$ cat src/hdl/pfb_pkg.sv
// constants and types shared by the peripheral flag bank
package pfb_pkg;

    // ---------------------------------------------------------------
    // bus geometry
    // ---------------------------------------------------------------
    localparam int ADDR_W = 12;
    localparam int DATA_W = 32;
    localparam int FLAG_W = 5;

    // ---------------------------------------------------------------
    // register byte offsets
    // ---------------------------------------------------------------
    localparam logic [ADDR_W-1:0] FLAGS_OFF = 12'h000;
    localparam logic [ADDR_W-1:0] MASK_OFF = 12'h004;
    localparam logic [ADDR_W-1:0] STAT_OFF = 12'h008;
    localparam logic [ADDR_W-1:0] CTRL_OFF = 12'h00c;

    // ---------------------------------------------------------------
    // flag bit positions
    // ---------------------------------------------------------------
    localparam int BIT_NV_DONE = 4;
    localparam int BIT_BUS_COL = 3;
    localparam int BIT_LOW_VOLT = 2;
    localparam int BIT_TIMER_THREE_OVF = 1;
    localparam int BIT_CC2_EVT = 0;

    // ---------------------------------------------------------------
    // reset values
    // ---------------------------------------------------------------
    localparam logic [FLAG_W-1:0] FLAGS_RST = 5'h00;
    localparam logic [FLAG_W-1:0] MASK_RST = 5'h00;
    localparam logic [FLAG_W-1:0] STAT_RST = 5'h00;
    localparam logic [DATA_W-1:0] RDATA_RST = 32'h0000_0000;

    // ---------------------------------------------------------------
    // capture/compare unit mode
    // ---------------------------------------------------------------
    typedef enum logic [1:0]
    {
        CC_OFF,
        CC_CAPTURE,
        CC_COMPARE,
        CC_PWM
    } pfb_ccmode_t;

endpackage

$ cat src/hdl/pfb_evt_if.sv
// event vector and capture/compare mode between conditioner and flag bank
interface pfb_evt_if;
    import pfb_pkg::*;

    logic [FLAG_W-1:0] evt;
    pfb_ccmode_t ccMode;

    modport cond
    (
        input ccMode,
        output evt
    );

    modport bank
    (
        output ccMode,
        input evt
    );

endinterface

$ cat src/hdl/pfb_event_cond.sv
// turns peripheral event sources into flag set lines, edge-detecting only the low voltage level
module pfb_event_cond
    import pfb_pkg::*;
(
    // clock and reset
    input wire logic clock,
    input wire logic rst_b,
    // peripheral event sources
    input wire logic nvWriteDone,
    input wire logic busCollision,
    input wire logic lowVoltageLevel,
    input wire logic timerThreeRollover,
    input wire logic capEvent,
    input wire logic cmpMatch,
    // toward the flag bank
    pfb_evt_if.cond ev
);

    // ---------------------------------------------------------------
    // low voltage detector level synchroniser and edge
    // ---------------------------------------------------------------
    logic lvMeta_q;
    logic lvMeta_d;
    logic lvSync_q;
    logic lvSync_d;
    logic lvLast_q;
    logic lvLast_d;
    logic [FLAG_W-1:0] evt;

    always_comb
    begin
        lvMeta_d = lowVoltageLevel;
        lvSync_d = lvMeta_q;
        lvLast_d = lvSync_q;
    end

    always_ff @(posedge clock)
    begin
        if (!rst_b)
        begin
            lvMeta_q <= 1'b0;
            lvSync_q <= 1'b0;
            lvLast_q <= 1'b0;
        end
        else
        begin
            lvMeta_q <= lvMeta_d;
            lvSync_q <= lvSync_d;
            lvLast_q <= lvLast_d;
        end
    end

    // ---------------------------------------------------------------
    // event vector
    // ---------------------------------------------------------------
    always_comb
    begin
        evt = '0;
        evt[BIT_NV_DONE] = nvWriteDone;
        evt[BIT_BUS_COL] = busCollision;
        evt[BIT_LOW_VOLT] = lvSync_q && !lvLast_q;
        evt[BIT_TIMER_THREE_OVF] = timerThreeRollover;
        case (ev.ccMode)
            CC_CAPTURE: evt[BIT_CC2_EVT] = capEvent;
            CC_COMPARE: evt[BIT_CC2_EVT] = cmpMatch;
            default: evt[BIT_CC2_EVT] = 1'b0;
        endcase
    end

    assign ev.evt = evt;

endmodule // pfb_event_cond

$ cat src/hdl/pfb_flag_bank.sv
// second peripheral interrupt flag bank with apb register access
//
// How it works
// bits 7 to 5 of the flag register read as zero and writes to them are ignored.
// bit 4 sets when a nonvolatile write finishes and only a software write clears it.
// bit 3 sets on a serial bus collision and stays set until software clears it.
// bit 2 sets when the supply falls below the detect threshold until software clears it.
// bit 0 sets on capture or compare match per mode, is unused in pwm, software clears it.
// bit 1 sets when timer three rolls over and holds until software writes it to zero.
// every flag sets on its event whatever the mask or global enable state.
module pfb_flag_bank
    import pfb_pkg::*;
(
    // clock and reset
    input wire logic clock,
    input wire logic rst_b,
    // apb slave
    input wire logic psel,
    input wire logic penable,
    input wire logic pwrite,
    input wire logic [ADDR_W-1:0] paddr,
    input wire logic [DATA_W-1:0] pwdata,
    output logic [DATA_W-1:0] prdata,
    output logic pready,
    output logic pslverr,
    // peripheral event sources
    input wire logic nvWriteDone,
    input wire logic busCollision,
    input wire logic lowVoltageLevel,
    input wire logic timerThreeRollover,
    input wire logic capEvent,
    input wire logic cmpMatch,
    // flag and interrupt outputs
    output logic [FLAG_W-1:0] eventFlags,
    output logic irq
);

    // ---------------------------------------------------------------
    // helpers
    // ---------------------------------------------------------------
    function automatic logic hitReg(input logic [ADDR_W-1:0] addr,
                                    input logic [ADDR_W-1:0] off);
        hitReg = (addr == off);
    endfunction

    function automatic logic isMapped(input logic [ADDR_W-1:0] addr);
        isMapped = hitReg(addr, FLAGS_OFF) || hitReg(addr, MASK_OFF) ||
                   hitReg(addr, STAT_OFF) || hitReg(addr, CTRL_OFF);
    endfunction

    // ---------------------------------------------------------------
    // event conditioning
    // ---------------------------------------------------------------
    pfb_evt_if evIf ();

    pfb_event_cond u_cond
    (
        .clock(clock),
        .rst_b(rst_b),
        .nvWriteDone(nvWriteDone),
        .busCollision(busCollision),
        .lowVoltageLevel(lowVoltageLevel),
        .timerThreeRollover(timerThreeRollover),
        .capEvent(capEvent),
        .cmpMatch(cmpMatch),
        .ev(evIf.cond)
    );

    // ---------------------------------------------------------------
    // state
    // ---------------------------------------------------------------
    logic [FLAG_W-1:0] flags_q;
    logic [FLAG_W-1:0] flags_d;
    logic [FLAG_W-1:0] mask_q;
    logic [FLAG_W-1:0] mask_d;
    logic [FLAG_W-1:0] stat_q;
    logic [FLAG_W-1:0] stat_d;
    pfb_ccmode_t ccMode_q;
    pfb_ccmode_t ccMode_d;
    logic [DATA_W-1:0] prdata_q;
    logic [DATA_W-1:0] prdata_d;
    logic pready_q;
    logic pready_d;
    logic pslverr_q;
    logic pslverr_d;
    logic irq_q;
    logic irq_d;

    logic accStart;
    logic accDone;
    logic wrDone;
    logic [FLAG_W-1:0] evt;
    logic [DATA_W-1:0] rdMux;

    assign evIf.ccMode = ccMode_q;
    assign evt = evIf.evt;

    // ---------------------------------------------------------------
    // apb handshake: one wait state, then pready
    // ---------------------------------------------------------------
    assign accStart = psel && penable && !pready_q;
    assign accDone = psel && penable && pready_q;
    assign wrDone = accDone && pwrite && isMapped(paddr);

    always_comb
    begin
        rdMux = '0;
        if (hitReg(paddr, FLAGS_OFF))
        begin
            rdMux[FLAG_W-1:0] = flags_q;
        end
        else if (hitReg(paddr, MASK_OFF))
        begin
            rdMux[FLAG_W-1:0] = mask_q;
        end
        else if (hitReg(paddr, STAT_OFF))
        begin
            rdMux[FLAG_W-1:0] = stat_q;
        end
        else if (hitReg(paddr, CTRL_OFF))
        begin
            rdMux[1:0] = ccMode_q;
        end
    end

    always_comb
    begin
        pready_d = accStart;
        pslverr_d = accStart && !isMapped(paddr);
        prdata_d = RDATA_RST;
        if (accStart && !pwrite)
        begin
            prdata_d = rdMux;
        end
    end

    // ---------------------------------------------------------------
    // flag, mask, status and control next values
    // ---------------------------------------------------------------
    always_comb
    begin
        flags_d = flags_q;
        mask_d = mask_q;
        stat_d = stat_q;
        ccMode_d = ccMode_q;
        if (wrDone && hitReg(paddr, FLAGS_OFF))
        begin
            flags_d = pwdata[FLAG_W-1:0];
        end
        if (wrDone && hitReg(paddr, MASK_OFF))
        begin
            mask_d = pwdata[FLAG_W-1:0];
        end
        if (wrDone && hitReg(paddr, STAT_OFF))
        begin
            stat_d = stat_q & ~pwdata[FLAG_W-1:0];
        end
        if (wrDone && hitReg(paddr, CTRL_OFF))
        begin
            ccMode_d = pfb_ccmode_t'(pwdata[1:0]);
        end
        // hardware set wins over a same-cycle software clear
        flags_d = flags_d | evt;
        stat_d = stat_d | evt;
        irq_d = |(stat_d & mask_d);
    end

    // ---------------------------------------------------------------
    // registers
    // ---------------------------------------------------------------
    always_ff @(posedge clock)
    begin
        if (!rst_b)
        begin
            flags_q <= FLAGS_RST;
            mask_q <= MASK_RST;
            stat_q <= STAT_RST;
            ccMode_q <= CC_OFF;
            prdata_q <= RDATA_RST;
            pready_q <= 1'b0;
            pslverr_q <= 1'b0;
            irq_q <= 1'b0;
        end
        else
        begin
            flags_q <= flags_d;
            mask_q <= mask_d;
            stat_q <= stat_d;
            ccMode_q <= ccMode_d;
            prdata_q <= prdata_d;
            pready_q <= pready_d;
            pslverr_q <= pslverr_d;
            irq_q <= irq_d;
        end
    end

    // ---------------------------------------------------------------
    // outputs
    // ---------------------------------------------------------------
    assign prdata = prdata_q;
    assign pready = pready_q;
    assign pslverr = pslverr_q;
    assign eventFlags = flags_q;
    assign irq = irq_q;

endmodule // pfb_flag_bank

$ cat config.mk
export PLATFORM = sky130hd
export DESIGN_NAME = pfb_flag_bank
export DESIGN_NICKNAME = d
export VERILOG_FILES = /design/src/hdl/pfb_pkg.sv /design/src/hdl/pfb_evt_if.sv /design/src/hdl/pfb_event_cond.sv /design/src/hdl/pfb_flag_bank.sv
export SDC_FILE = /design/constraint.sdc
export NUM_CORES = 1
export LEC_CHECK = 0
export BUFFER_PORTS_ARGS = -buffer_cell sky130_fd_sc_hd__buf_2
export CAP_MARGIN = 20
export CORE_ASPECT_RATIO = 0.8
export CORE_UTILIZATION = 30
export DETAILED_ROUTE_END_ITERATION = 12
export GPL_ROUTABILITY_DRIVEN = 0
export SLEW_MARGIN = 30
export SYNTH_ARGS = -nofsm -noshare
export SYNTH_HDL_FRONTEND = slang
export SYNTH_SLANG_ARGS = --single-unit
export TNS_END_PERCENT = 50
$ cat constraint.sdc
create_clock -name clock -period 2.6 [get_ports clock]
set_input_delay 0.13 -clock clock [delete_from_list [all_inputs] [get_ports clock]]
set_output_delay 0.13 -clock clock [all_outputs]
set_load 0.05 [all_outputs]
==> results.yml <==
run_status:
  run_status: "complete, no violations"
grt:
  track_usage_pct: 11.3
  number_of_antenna_violations_at_the_first_check_in_global_routing: 0
  via_count_of_the_first_global_routing_pass: 927
  grt_first_pass_wirelength_um: 4350
  grt_start_max_net_pins: 16
  grt-ovfl-total: 0
cells_and_area:
  layout.core_utilization_pct: 35.9
  num_antenna_cells: 0
  final_net_count: 251
  most-common-layout-cells: "buf_2 (40), dfxtp_1 (28), conb_1 (27), nor2_1 (17), and2_1 (10)"
  mostFrequentLayoutCell: "buf_2"
  area_growth_pct: 13.8
  layout-drive-gt1-share_pct: 29.0
worst_setup_path:
  required_ns: 2.78
  setup.worst_path.end_class: "flip-flop"
  worstSetupStartpointType: "flip-flop"
  critical_path.max_fanout: 5
  cpMaxStageDelayCell: "or3_1"
  crit_path_max_incr_delay_ns: 0.53
  worstPathCellList: "and4_1 -> nand4_2 -> or3_1 -> mux2_4 -> o21a_1"
  cp.arrival_ns: 2.07
  worst-setup-path-type: "flip-flop to flip-flop"
sta:
  finalWorstSetupSlack_ns: 0.706
  clock.fmax_ghz: 0.528
  skew_ns: 0.00541
  final_min_period_over_clock_period_pct: 72.9
  finalHoldViolCount: 0
  setup_viol: 0
  timing.final.max_slew_violations: 0
  rsz_0062_raised_after_global_routing: "false"
  final.setup.tns_ns: 0
  layout_min_cycle_time_ns: 1.89
power_and_ir_drop:
  clkPwrFrac_pct: 29.9
  worst_supply_voltage_drop_on_vdd_mv: 0.273
  p_int_w: 0.000611
  power-per-cell-area_mw_per_mm2: 538
  p_leak_nw: 0.786
  power.sequential.fraction_pct: 50.1
  comb_power_share_pct: 20.0
  switchingPower_w: 0.000281
  power_switching_share_pct: 31.5
  fin_total_pwr_w: 0.000893
die:
  chipHeight_um: 64.4
  total_die_area_sq_mm: 0.00515
  floorplan.initialDensity_pct: 31.5
  core_area_sq_mm: 0.00462
  floorplan.io_pins: 95
  fp.dieW_um: 80.0
  placement_rows: 22
logic_synthesis:
  yosysTopAreaCell: "dfxtp_1"
  mappedNetlistArea_sq_mm: 0.00146
  post_synth_main_area_contributors: "dfxtp_1 (38%), buf_4 (14%), mux2i_1 (4.8%)"
  register_bit_total_from_synthesis: 28
  ys_seq_area_share_pct: 38.4
  synthDominantCellAreaShare_pct: 38.4
  post_synthesis_average_cell_area_sq_um: 9.47
  netlist_instances: 154
  synthesis.yosys.warnings: 0
  synth_cell_types: 33
cts:
  tritoncts.num_buffers: 3
  count_of_clock_tree_sinks: 28
  cts_setup_buffers: 0
  cts_htree_levels: 1
  insertion_delay_ns: 0.27
  clock_tree_buf_depth: 2
  cts.hold.buffers_added: 0
  cts_tree: "done"
  cts_resized: 0
  clk_pin_slew_worst_paths_ns: 0.09
  cts_root_buf: "clkbuf_8"
flow_run:
  drv.max_cap_violation_count: 0
placement:
  dp.final_hpwl_um: 2230
  pre_cts_slack_ns: 0.586
  io_buffers: 40
drt:
  post-route-drc-count: 0
  drt_iter0_drc: 69
  num_vias: 1097
  vias_per_cell: 4.34
  drt_first_pass_iters: 4
  routed_wl_um: 2850
  antenna_violating_nets_post_route: 0
  wl_per_cell_um: 11.3
min_path:
  hp-class: "input pin to flip-flop"
final timing paths:
kind                   startpoint         endpoint  slack (ns)  cells past startpoint
setup / recovery           pready    eventFlags[0]        0.71                      5
hold / removal    lowVoltageLevel  u_cond.lvMeta_q        0.06                      2
setup reg to reg           pready    eventFlags[0]        0.71                      5
hold reg to reg   u_cond.lvMeta_q  u_cond.lvLast_d        0.44                      1
power by group through the flow:
stage                     Combinational, W  Sequential, W  Clock, W
after floorplan                   0.000151       0.000474         0
after global placement            0.000178       0.000457         0
after detailed placement          0.000178       0.000457         0
after CTS                         0.000179       0.000447  0.000277
after global routing              0.000189       0.000448  0.000287
final                             0.000179       0.000447  0.000267
cells in the mapped netlist:
master    number
o21ai_0        5
a41oi_1        1
clkbuf_2       1
nor4_4         2
ha_1           2
or3_1          1
a31oi_1        3
a22oi_1        2
buf_6          1
nand2_1        3
and4_1         1
nand4_1        2
clkinv_1       1
and4_2         1
conb_1         1
mux2i_1        7
buf_4         27
clkbuf_1       2
nand4b_1       1
nand2b_1       1
mux2_2         5
mux4_2         2
nand4_2        1
and2_1        10
inv_1          6
mux2_4         1
o21a_1         1
a21boi_0       3
nor4b_1        2
nor2_1        17
nor2b_1        4
dfxtp_1       28
a21oi_1        9
kinds of logic (layout without fill, tap and decap cells):
logic type | count (synthesis) | count (layout) | synth area share (%)
flops | 28 | 28 | 38.4
compound gates | 24 | 24 | 9.78
simple gates | 46 | 46 | 19.7
fa+ha+maj | 2 | 2 | 1.71
mux | 15 | 15 | 12.8
other cells | 1 | 27 | 0.257
buf+inv | 38 | 51 | 17.3
layout make-up:
class / instances / area [sq um]
clock buffer: 4 / 55.1
multi-input combinational: 114 / 743
tap: 60 / 75.1
inverter: 7 / 26.3
sequential: 28 / 561
fill: 497 / 2960
timing repair buffer: 40 / 200
critical path, delay by kind of cell (launching register included):
kind,cells,cell delay [ns]
flops,1,0.35
simple gates,3,0.94
mux,1,0.35
compound gates,1,0.17
metal layers:
metal | share of wire (%) | track usage [%] | wire (um) | vias up
li1 | - | - | - | 555
met1 | 49 | 14.3 | 1390 | 504
met2 | 43 | 18.2 | 1230 | 36
met3 | 7.5 | 4.43 | 214 | 2
met4 | 0.63 | 2.01 | 18 | 0
met5 | 0 | 0 | 0 | -
sequential cells by signal, indices dropped and copies added, names as in the netlist:
register	flops
u_cond.lvMeta_q	1
mask_q	5
stat_q	5
ccMode_q	2
pready	1
eventFlags	5
prdata	5
u_cond.lvLast_q	1
irq	1
u_cond.lvLast_d	1
pslverr	1
metrics by stage:
stage	cell area, sq um	hold slack [ns]	instances
CTS	1660	0.0524	253
floorplan	1560	0.251	180
detailed placement	1610	0.341	249
global route	1660	0.0689	253
global placement	1610	0.342	249
finish	1660	0.0584	253
No activity file was read; power rests on OpenSTA's default activity.
